===== src/common/aioc_map.svh =====
// register offsets, field positions, reset values and timing counts
`ifndef AIOC_MAP_SVH
`define AIOC_MAP_SVH
`define AIOC_OFS_CTRL       8'h00
`define AIOC_OFS_IN1_VALUE  8'h01
`define AIOC_OFS_IN2_VALUE  8'h02
`define AIOC_OFS_OUT_VALUE  8'h03
`define AIOC_OFS_IN1_AVG    8'h04
`define AIOC_OFS_IN2_AVG    8'h05
`define AIOC_OFS_ERR        8'h06
`define AIOC_OFS_ERR_MASK   8'h07
`define AIOC_OFS_ID         8'h08
`define AIOC_OFS_CONTROL    8'h09
`define AIOC_BIT_IN1_MODE   0
`define AIOC_BIT_IN2_MODE   1
`define AIOC_BIT_OUT_MODE   2
`define AIOC_BIT_HOLD_CAN   6
`define AIOC_BIT_IN1_DIS    7
`define AIOC_BIT_IN2_DIS    8
`define AIOC_BIT_OUT_DIS    9
`define AIOC_ERR_OVR1       0
`define AIOC_ERR_OVR2       1
`define AIOC_ERR_OUTSET     2
`define AIOC_ERR_NVM        4
`define AIOC_ERR_AVG        5
`define AIOC_ERR_HW         6
`define AIOC_ERR_COMM       7
`define AIOC_ERR_USED       16'h00F7
`define AIOC_AVG_MIN        16'h0001
`define AIOC_AVG_MAX        16'h0FFF
`define AIOC_OUT_MAX        16'h0FA0
`define AIOC_OVER_SCALE     12'hFF0
`define AIOC_CLK_MHZ        125
`define AIOC_IN_CONV_US     90
`define AIOC_OUT_CONV_US    50
`define AIOC_IN_CONV_CYC    (`AIOC_IN_CONV_US * `AIOC_CLK_MHZ)
`define AIOC_OUT_CONV_CYC   (`AIOC_OUT_CONV_US * `AIOC_CLK_MHZ)
`endif


===== src/common/aioc_pkg.sv =====
// types shared by the analog control block
package aioc_pkg;
    typedef enum logic [1:0] {
        AIOC_IDLE = 2'b00,
        AIOC_IN1  = 2'b01,
        AIOC_IN2  = 2'b10,
        AIOC_OUT  = 2'b11
    } aioc_phase_type;

    typedef struct packed {
        logic in1_mode;
        logic in2_mode;
        logic out_mode;
        logic hold_cancel;
        logic in1_dis;
        logic in2_dis;
        logic out_dis;
    } aioc_ctrl_type;

    typedef struct packed {
        logic [7:0]  addr;
        logic [15:0] wdata;
        logic        wr;
        logic        rd;
    } aioc_bus_type;

    typedef struct packed {
        logic        sample_req;
        logic        sample_ch;
        logic        out_strobe;
        logic        out_current;
        logic        in1_current;
        logic        in2_current;
        logic [11:0] out_code;
    } aioc_conv_type;

    typedef struct packed {
        aioc_ctrl_type  ctrl;
        aioc_phase_type phase;
        logic [15:0]    timer;
        logic [15:0]    in1_value;
        logic [15:0]    in2_value;
        logic [15:0]    out_value;
        logic [15:0]    in1_avg;
        logic [15:0]    in2_avg;
        logic [15:0]    err;
        logic [15:0]    err_mask;
        logic [27:0]    acc1;
        logic [27:0]    acc2;
        logic [15:0]    cnt1;
        logic [15:0]    cnt2;
        logic [11:0]    held_code;
        logic [15:0]    rdata;
        logic           irq;
        logic           scan_s1;
        logic           scan_s2;
        logic           scan_s3;
        logic           run_s1;
        logic           run_s2;
        logic [3:0]     fault_s1;
        logic [3:0]     fault_s2;
        aioc_conv_type  conv;
        logic           pending;
    } aioc_state_type;
endpackage


===== src/rtl/aioc_regs.sv =====
// analog input/output control and status register block
//
// Decided for this implementation: the strobed register port and the register offsets.
`timescale 1ns/1ps
`include "aioc_map.svh"

// How it works
// - ctrl bit: input 1 voltage/current mode
// - ctrl bit: input 2 voltage/current mode
// - ctrl bit: output voltage/current mode
// - on stop hold last, or offset
// - input 1 converted unless disabled
// - input 2 converted unless disabled
// - output driven unless disabled
// - error bits 0,1 flag over-scale
// - error bit 2 bad output; bit 3 unused
// - error bits 4,5: memory, averaging count
// - error bits 6,7: hardware, comm data
// - 90us per input, 50us per output
// - output codes 0..4000 map full scale
module aioc_regs #(
    parameter int          IN_CONV_CYC  = `AIOC_IN_CONV_CYC,
    parameter int          OUT_CONV_CYC = `AIOC_OUT_CONV_CYC,
    parameter logic [15:0] UNIT_ID      = 16'h00A5 // arbitrary value
) (
    input  wire logic                   core_clk,
    input  wire logic                   rst_n,
    input  wire logic [7:0]             reg_addr,
    input  wire logic [15:0]            reg_wdata,
    input  wire logic                   reg_wr,
    input  wire logic                   reg_rd,
    output logic      [15:0]            reg_rdata,
    output logic                        irq,
    input  wire logic                   scan_tick,
    input  wire logic                   plc_run,
    input  wire logic [11:0]            adc_data,
    input  wire logic                   adc_valid,
    input  wire logic                   nvm_fault,
    input  wire logic                   hw_fault,
    input  wire logic                   comm_fault,
    input  wire logic                   ovr_fault,
    output aioc_pkg::aioc_conv_type     conv
);

    // ****************************************
    // helpers
    // ****************************************
    function automatic logic avg_bad(input logic [15:0] n);
        avg_bad = (n < `AIOC_AVG_MIN) || (n > `AIOC_AVG_MAX);
    endfunction

    function automatic logic [15:0] cyc16(input int n);
        cyc16 = 16'(n - 1);
    endfunction

    // zero count is flagged already; dividing by one keeps data defined
    function automatic logic [15:0] avg_of(input logic [27:0] sum,
                                           input logic [15:0] n);
        avg_of = 16'(sum / ((n == 16'h0000) ? 28'h000_0001 : 28'(n)));
    endfunction

    aioc_pkg::aioc_state_type state;
    aioc_pkg::aioc_state_type next_state;
    aioc_pkg::aioc_bus_type   bus;

    assign bus.addr  = reg_addr;
    assign bus.wdata = reg_wdata;
    assign bus.wr    = reg_wr;
    assign bus.rd    = reg_rd;

    assign reg_rdata = state.rdata;
    assign irq       = state.irq;
    assign conv      = state.conv;

    // ****************************************
    // next state
    // ****************************************
    always_comb begin
        logic [15:0] ev;
        logic [15:0] clr;
        logic        scan_rise;
        logic        stopped;
        logic [11:0] drive;
        ev = 16'h0000;
        clr = 16'h0000;
        scan_rise = state.scan_s2 && !state.scan_s3;
        stopped = !state.run_s2;
        drive = 12'h000;
        next_state = state;
        // pins cross two flops before use
        next_state.scan_s1  = scan_tick;
        next_state.scan_s2  = state.scan_s1;
        next_state.scan_s3  = state.scan_s2;
        next_state.run_s1   = plc_run;
        next_state.run_s2   = state.run_s1;
        next_state.fault_s1 = {nvm_fault, hw_fault, comm_fault, ovr_fault};
        next_state.fault_s2 = state.fault_s1;
        next_state.conv.sample_req = 1'b0;
        next_state.conv.out_strobe = 1'b0;

        // register writes
        if (bus.wr) begin
            unique case (bus.addr)
                `AIOC_OFS_CTRL: begin
                    next_state.ctrl.in1_mode =
                        bus.wdata[`AIOC_BIT_IN1_MODE];
                    next_state.ctrl.in2_mode =
                        bus.wdata[`AIOC_BIT_IN2_MODE];
                    next_state.ctrl.out_mode =
                        bus.wdata[`AIOC_BIT_OUT_MODE];
                    next_state.ctrl.hold_cancel =
                        bus.wdata[`AIOC_BIT_HOLD_CAN];
                    next_state.ctrl.in1_dis =
                        bus.wdata[`AIOC_BIT_IN1_DIS];
                    next_state.ctrl.in2_dis =
                        bus.wdata[`AIOC_BIT_IN2_DIS];
                    next_state.ctrl.out_dis =
                        bus.wdata[`AIOC_BIT_OUT_DIS];
                end
                `AIOC_OFS_OUT_VALUE: next_state.out_value = bus.wdata;
                `AIOC_OFS_IN1_AVG:   next_state.in1_avg = bus.wdata;
                `AIOC_OFS_IN2_AVG:   next_state.in2_avg = bus.wdata;
                `AIOC_OFS_ERR:       clr = bus.wdata & `AIOC_ERR_USED;
                `AIOC_OFS_ERR_MASK:
                    next_state.err_mask = bus.wdata & `AIOC_ERR_USED;
                // id, input values and holes ignore writes
                default: ;
            endcase
        end

        // events from outside and from settings
        ev[`AIOC_ERR_NVM]  = state.fault_s2[3];
        ev[`AIOC_ERR_HW]   = state.fault_s2[2];
        ev[`AIOC_ERR_COMM] = state.fault_s2[1];
        // counts outside range flagged, not clamped
        ev[`AIOC_ERR_AVG] = (!state.ctrl.in1_dis && avg_bad(state.in1_avg))
            || (!state.ctrl.in2_dis && avg_bad(state.in2_avg));
        ev[`AIOC_ERR_OUTSET] = !state.ctrl.out_dis
            && (state.out_value > `AIOC_OUT_MAX);

        // ****************************************
        // conversion sequencer
        // ****************************************
        if (state.timer != 16'h0000) begin
            next_state.timer = state.timer - 16'h0001;
        end else begin
            unique case (state.phase)
                aioc_pkg::AIOC_IDLE: begin
                    if (scan_rise || state.pending) begin
                        next_state.pending = 1'b0;
                        next_state.phase = aioc_pkg::AIOC_IN1;
                        next_state.timer = 16'h0000;
                    end
                end
                aioc_pkg::AIOC_IN1: begin
                    next_state.phase = aioc_pkg::AIOC_IN2;
                    if (!state.ctrl.in1_dis) begin
                        next_state.conv.sample_req = 1'b1;
                        next_state.conv.sample_ch = 1'b0;
                        next_state.timer = cyc16(IN_CONV_CYC);
                    end
                end
                aioc_pkg::AIOC_IN2: begin
                    next_state.phase = aioc_pkg::AIOC_OUT;
                    if (!state.ctrl.in2_dis) begin
                        next_state.conv.sample_req = 1'b1;
                        next_state.conv.sample_ch = 1'b1;
                        next_state.timer = cyc16(IN_CONV_CYC);
                    end
                end
                aioc_pkg::AIOC_OUT: begin
                    next_state.phase = aioc_pkg::AIOC_IDLE;
                    if (!state.ctrl.out_dis) begin
                        next_state.conv.out_strobe = 1'b1;
                        next_state.timer = cyc16(OUT_CONV_CYC);
                    end
                end
            endcase
        end
        // a scan arriving mid-pass or in the output tail waits its turn
        if (scan_rise && (state.phase != aioc_pkg::AIOC_IDLE
            || state.timer != 16'h0000)) begin
            next_state.pending = 1'b1;
        end

        // ****************************************
        // averaging
        // ****************************************
        if (adc_valid && state.phase != aioc_pkg::AIOC_IDLE) begin
            if (!state.conv.sample_ch) begin
                ev[`AIOC_ERR_OVR1] = state.fault_s2[0]
                    || (adc_data >= `AIOC_OVER_SCALE);
                next_state.acc1 = state.acc1 + 28'(adc_data);
                next_state.cnt1 = state.cnt1 + 16'h0001;
                if (state.cnt1 + 16'h0001 >= state.in1_avg) begin
                    next_state.in1_value =
                        avg_of(next_state.acc1, state.in1_avg);
                    next_state.acc1 = 28'h000_0000;
                    next_state.cnt1 = 16'h0000;
                end
            end else begin
                ev[`AIOC_ERR_OVR2] = state.fault_s2[0]
                    || (adc_data >= `AIOC_OVER_SCALE);
                next_state.acc2 = state.acc2 + 28'(adc_data);
                next_state.cnt2 = state.cnt2 + 16'h0001;
                if (state.cnt2 + 16'h0001 >= state.in2_avg) begin
                    next_state.in2_value =
                        avg_of(next_state.acc2, state.in2_avg);
                    next_state.acc2 = 28'h000_0000;
                    next_state.cnt2 = 16'h0000;
                end
            end
        end

        // ****************************************
        // output drive
        // ****************************************
        // codes above full scale are clamped; bit 2 tells software
        drive = (state.out_value > `AIOC_OUT_MAX) ? 12'(`AIOC_OUT_MAX)
            : state.out_value[11:0];
        if (!stopped) begin
            next_state.held_code = drive;
        end
        if (stopped) begin
            next_state.conv.out_code = state.ctrl.hold_cancel
                ? 12'h000 : state.held_code;
        end else begin
            next_state.conv.out_code = drive;
        end
        next_state.conv.out_current = state.ctrl.out_mode;
        next_state.conv.in1_current = state.ctrl.in1_mode;
        next_state.conv.in2_current = state.ctrl.in2_mode;

        // ****************************************
        // status, mask, interrupt
        // ****************************************
        // set beats clear; bit 3 and top byte never set
        next_state.err = ((state.err & ~clr) | ev)
            & `AIOC_ERR_USED;
        next_state.irq = |(next_state.err & state.err_mask);

        // read data one cycle after strobe, zero otherwise
        next_state.rdata = 16'h0000;
        if (bus.rd) begin
            unique case (bus.addr)
                `AIOC_OFS_CTRL: begin
                    next_state.rdata[`AIOC_BIT_IN1_MODE] =
                        state.ctrl.in1_mode;
                    next_state.rdata[`AIOC_BIT_IN2_MODE] =
                        state.ctrl.in2_mode;
                    next_state.rdata[`AIOC_BIT_OUT_MODE] =
                        state.ctrl.out_mode;
                    next_state.rdata[`AIOC_BIT_HOLD_CAN] =
                        state.ctrl.hold_cancel;
                    next_state.rdata[`AIOC_BIT_IN1_DIS] = state.ctrl.in1_dis;
                    next_state.rdata[`AIOC_BIT_IN2_DIS] = state.ctrl.in2_dis;
                    next_state.rdata[`AIOC_BIT_OUT_DIS] = state.ctrl.out_dis;
                end
                `AIOC_OFS_IN1_VALUE: next_state.rdata = state.in1_value;
                `AIOC_OFS_IN2_VALUE: next_state.rdata = state.in2_value;
                `AIOC_OFS_OUT_VALUE: next_state.rdata = state.out_value;
                `AIOC_OFS_IN1_AVG:   next_state.rdata = state.in1_avg;
                `AIOC_OFS_IN2_AVG:   next_state.rdata = state.in2_avg;
                `AIOC_OFS_ERR:       next_state.rdata = state.err;
                `AIOC_OFS_ERR_MASK:  next_state.rdata = state.err_mask;
                `AIOC_OFS_ID:        next_state.rdata = UNIT_ID;
                default:             next_state.rdata = 16'h0000;
            endcase
        end
    end

    // ****************************************
    // registers
    // ****************************************
    always_ff @(posedge core_clk or negedge rst_n) begin
        if (!rst_n) begin
            state <= '0;
            state.in1_avg <= `AIOC_AVG_MIN;
            state.in2_avg <= `AIOC_AVG_MIN;
        end else begin
            state <= next_state;
        end
    end

endmodule


===== config.mk =====
export PLATFORM = sky130hd
export DESIGN_NAME = aioc_regs
export DESIGN_NICKNAME = d
export VERILOG_FILES = /design/src/common/aioc_pkg.sv /design/src/rtl/aioc_regs.sv
export VERILOG_INCLUDE_DIRS = /design/src /design/src/common
export SDC_FILE = /design/constraint.sdc
export NUM_CORES = 2
export LEC_CHECK = 0
export ABC_AREA = 1
export ABC_CLOCK_PERIOD_IN_PS = 110100
export BUFFER_PORTS_ARGS = -buffer_cell sky130_fd_sc_hd__buf_2
export CAP_MARGIN = 20
export CELL_PAD_IN_SITES_DETAIL_PLACEMENT = 0
export CELL_PAD_IN_SITES_GLOBAL_PLACEMENT = 2
export CORE_MARGIN = 3
export CORE_UTILIZATION = 35
export CTS_BUF_LIST = sky130_fd_sc_hd__clkbuf_2
export DETAILED_ROUTE_END_ITERATION = 10
export PLACE_DENSITY = 0.75
export SYNTH_ARGS = -nofsm -noshare
export SYNTH_HDL_FRONTEND = slang
export SYNTH_SLANG_ARGS = --single-unit

===== constraint.sdc =====
create_clock -name core_clk -period 110.1 [get_ports core_clk]
set_input_delay 5.505 -clock core_clk [delete_from_list [all_inputs] [get_ports core_clk]]
set_output_delay 5.505 -clock core_clk [all_outputs]
set_load 0.03 [all_outputs]

## After elaboration in Yosys (flattened, before gate mapping)

Index checks and enable logic that the tools add are counted.

| storage, ports and cells | value |
|---|---|
| register bits after elaboration | 268 |
| word-level logic and storage cells | 152 |
| input port bits | 47 |

| cells by class | value |
|---|---|
| $add $sub $neg | 5 |
| muxes and demuxes | 35 |
| bitwise operators | 6 |
| divide/modulo/power cells | 2 |
| equal/unequal tests | 19 |
| magnitude comparators | 8 |
| reduce and logical (&&, ||, !) cells | 39 |

Operators with widths:

| kind | number |
|---|---|
| $mux W16 | 9 |
| $pmux W18 S4 | 1 |
| $add A28 B12 Y28 | 2 |
| $div A28 B28 Y28 | 2 |
| $mux W28 | 2 |
| $gt A16 B12 Y1 const B | 3 |
| $mux W12 | 3 |
| $pmux W4 S9 | 1 |
| $add A16 B1 Y16 const B | 2 |
| $eq A8 B3 Y1 const B | 4 |
| $ge A16 B16 Y1 | 2 |
| $logic_not A16 Y1 | 2 |
| $lt A16 B1 Y1 const B | 2 |
| $pmux W6 S5 | 1 |
| $pmux W3 S9 | 1 |
| $pmux W3 S8 | 1 |
| $mux W18 | 1 |
| $and A8 B8 Y8 | 2 |
| $eq A8 B2 Y1 const B | 2 |
| $mux W8 | 2 |
| $reduce_and A2 Y1 | 8 |
| $reduce_bool A16 Y1 | 1 |
| $reduce_or A16 Y1 | 1 |
| $sub A16 B1 Y16 const B | 1 |
| other kinds (23) | 58 |

## Logic depth before layout (Yosys ltp)

| logic depth | value |
|---|---|
| word-level depth | 8 |
| mapped depth | 559 |
| depth with buffers taken out | 522 |

## Least setup slack after synthesis

OpenSTA, ideal clock, no wires.

| timing | value |
|---|---|
| path kind | input to register |
| start point | in adc_data[2] |
| end point | reg state[229] (netlist bit) |
| cell stages on the path | 544 |
| data arrival time | 77.849 ns |
| path buffers | 38 |
| setup slack | 32.134 ns |
| data required time | 109.983 ns |
| cell sequence | ha_1 > a21oi_1 > nand2_1 > a21oi_2 > o21bai_2 > a21oi_2 > or2_1 > nand3_1 > nand2_1 > inv_1 > ha_1 > o2111ai_1 > or2_1 > nand2_1 > ha_1 > nand2_1 > inv_1 > o21ai_0 > [508 not listed] > ha_1 > a21boi_0 > o21ai_0 > nand2_1 > a21oi_1 > o221ai_1 > nand3_1 > nand2_1 > nand3_1 > nand2_1 > a21oi_1 > nor2_1 > a2111oi_0 > nand3_1 > nor2_1 > nand2_1 > nor2_1 > nor2_1 |

| on the way | value |
|---|---|
| longest elaborated chain between the ends | 2 |

RTL lines:

| element | RTL line | source |
|---|---|---|
| start, declared | aioc_regs.sv:36 | `input wire logic [11:0] adc_data,` |
| $add A28 B12 Y28 | aioc_regs.sv:204 | `next_state.acc2 = state.acc2 + 28'(adc_data);` |
| $div A28 B28 Y28 | aioc_regs.sv:59 | `avg_of = 16'(sum / ((n == 16'h0000) ? 28'h000_0001 : 28'(n)));` |
| end signal, assigned | aioc_regs.sv:281 | `state <= next_state;` |
| end, declared | aioc_regs.sv:62 | `aioc_pkg::aioc_state_type state;` |

Every way passes these cells.
A chain may end at the register's enable or synchronous reset.

## Worst setup path in the final report

Same ends and word-level chain as after synthesis.

==> summary.txt <==
Min path
  – Hold WC Path Type: reg -> reg

Timing
  – Layout Skew: approximately 0.16 ns
  – Unrepaired setup endpoints after global routing: no
  – Max Slew Vio Count: 0
  – Crit share post-route: 81.4%
  – Final setup viols: 0
  – Min Tclk post-route: about 90 ns
  – Tightest Pin Transition: 1.34 ns
  – Fmax: ~11 MHz
  – Accumulated negative setup slack: 0 ns
  – Slew HR: slightly above 10%
  – Final hold violations: 0

Clock network
  – CTS tree: built
  – PostCTS Resize Cnt: 0
  – CTS sink cnt: approximately 270
  – Clock Tree Buf Depth: 3
  – Post-CTS Hold Buffers: 0
  – H-tree levels: 3
  – Num CTS Buffers: 84
  – Postcts setup bufs: 0
  – Clk Latency, worst-skew pair: around 1.3 ns
  – Root buffer cell: clkbuf_2
  – Reg clk slew, reported paths: 0.12 ns

Placed design
  – Port buffer count: 81
  – Inst Count DP: between 9k and 10k
  – Routability cong.: ~0.88
  – Hpwl dp: ~140 mm

Cells and area
  – Layout overhead on the synthesized area: 6.28%
  – Most frequent cells in the layout: nand2_1 (1765), inv_1 (1086), ha_1 (721)
  – Finished Layout Cells: between 9k and 10k
  – Final-stage net count: about 8.5k
  – Share of layout cells above drive strength 1: under 10%
  – Most common cell after layout, fill and taps aside: nand2_1

Yosys
  – Cells after Synth: 7638
  – Synth area leaders: ha_1 (18%), dfrtp_1 (13%), nand2_1 (13%)
  – Mapped Avg Cell Area: 6.47 um^2
  – Synth area leader: ha_1
  – EDFF count, synth: 0
  – Synth Flop Type: dfrtp_1
  – Synth cell types: 90
  – Post-synth top area share: 18.2%
  – Seq/Total Area, Yosys: between 10% and 20%
  – Synth Net Count: 8408
  – Synthesized area: 0.0494 mm^2
  – Register bit total from synthesis: 268
  – Ys async rst share: 100%
  – Synth Warn #: 0

Route
  – DRC: 0
  – Vias per inst: a little over 5
  – WL final: roughly 170 mm
  – Met2 WL: ~71 mm
  – Top routing layer used: met5
  – Wire per inst: about 17 um
  – Metal-1 WL: 84.2 mm
  – DR iter-0 viols: between 2k and 3k
  – Via count: 48.5k
  – Met3 Wirelength: between 9 and 10 mm
  – Antenna viol nets, final: 0
  – Drt pass-1 iters: 6

Worst setup path
  – Critical Path Fanout Max: 32
  – Kind of end point of the critical path: register
  – Setup crit start kind: input pin
  – Required @ worst endpoint: between 100 and 150 ns
  – Crit path largest cell delay: ~0.78 ns
  – Crit-path slowest cell: nor2_2
  – Worst path arrival time: just over 90 ns
  – CP Class: in -> reg

Run status
  – Run status: finished clean

Global routing
  – Initial antenna violation count: 13
  – First-pass GRT wire length: around 260 mm
  – Vias in the first global route: 46.5k
  – Grt ovf: 0
  – All-Layer GR Usage: ~23%
  – Largest net degree at the start of global routing: roughly 100

Die
  – DIE WIDTH: approximately 380 um
  – Die height: approximately 380 um
  – Die area: between 0.1 and 0.15 mm^2
  – # rows: roughly 140
  – IO Count: 82
  – Core area: around 0.14 mm^2
  – Initial Utilization: 35.4%

Job
  – Max-cap violations: 0
logic make-up (layout without fill, tap and decap cells):
logic type,Yosys count,after routing,synth area share [%]
and+or+nand+nor,3156,3156,29.0
AOI/OAI and AO/OA,1613,1613,18.5
buffers and inverters,1333,1456,10.9
adders and majority gates,723,723,18.3
xor gates and xnor gates,542,542,9.60
DFF,268,268,13.6
muxes,3,3,0.0607
other,0,4,0
per-layer routing:
layer / GRT usage (%) / vias up
li1: - / 25400
met1: 32.4 / 22100
met2: 35.2 / 889
met3: 3.64 / 168
met4: 5.32 / 2
met5: 0 / -
registers in the layout, summed over array words and instances (netlist names):
signal      cells
state         223
conv           18
reg_rdata      16
next_state     10
irq             1
through the flow:
step	hold slack [ns]	utilization, %	instance area (um^2)	worst slack [ns]
floorplan	0.331	-	49400	32.13
global placement	0.333	37.0	51700	19.40
detailed placement	0.340	37.0	51800	18.97
CTS	0.361	37.6	52500	19.95
global route	0.375	37.6	52500	9.60
finish	0.360	37.6	52600	20.43
path summary, 6_finish.rpt:
kind	to	slack [ns]	depth (start not counted)	start
min in group asynchronous	state[137]$_DFFE_PN0P_	4.37	1	rst_n
worst min-delay path	state[19]$_DFF_PN0_	0.36	0	next_state[19]$_DFF_PN0_
worst max-delay path	state[229]$_DFFE_PN0P_	20.43	507	adc_data[2]
worst min register to register	state[19]$_DFF_PN0_	0.36	0	next_state[19]$_DFF_PN0_
max in group asynchronous	state[183]$_DFFE_PN0P_	103.37	3	rst_n
worst max register to register	state[229]$_DFFE_PN0P_	24.39	507	state[196]$_DFFE_PN0P_
critical path, delay by kind of cell:
kind	cells	cell delay [ns]
AOI/OAI and AO/OA	222	41.91
and+or+nand+nor	165	21.15
buffers and inverters	91	12.43
adders and majority gates	29	9.42
final cells by class:
type	instances	area (um^2)
repair buffers	154	958
clock buffers	111	556
well taps	1876	2350
clock inverters	38	220
multi-input cells	6037	37400
diodes	4	10.0
fillers	15400	87300
inverters	1153	4370
flip-flops and latches	268	6710
cell usage after synthesis (25+ instances only):
master    number
inv_2         48
ha_1         721
nor2_1       479
nor2_4        32
a21oi_1      486
inv_1       1086
nand2_1     1765
nand4_1       86
dfrtp_1      266
o21ai_1       71
nand3_1      379
nand2_4       26
o31ai_1       47
xnor2_1      185
o21bai_1      69
buf_4         45
nand3_2       54
a31oi_1       25
clkbuf_1      98
nor2_2        36
nand2_2       80
nor4_1        26
nor3_1        69
o21ai_0      681
a21o_1        76
or2_2         55
xor2_1       357
Power is not shown: default switching activity piles up to over one toggle a cycle in this logic, so the estimate is an artifact.
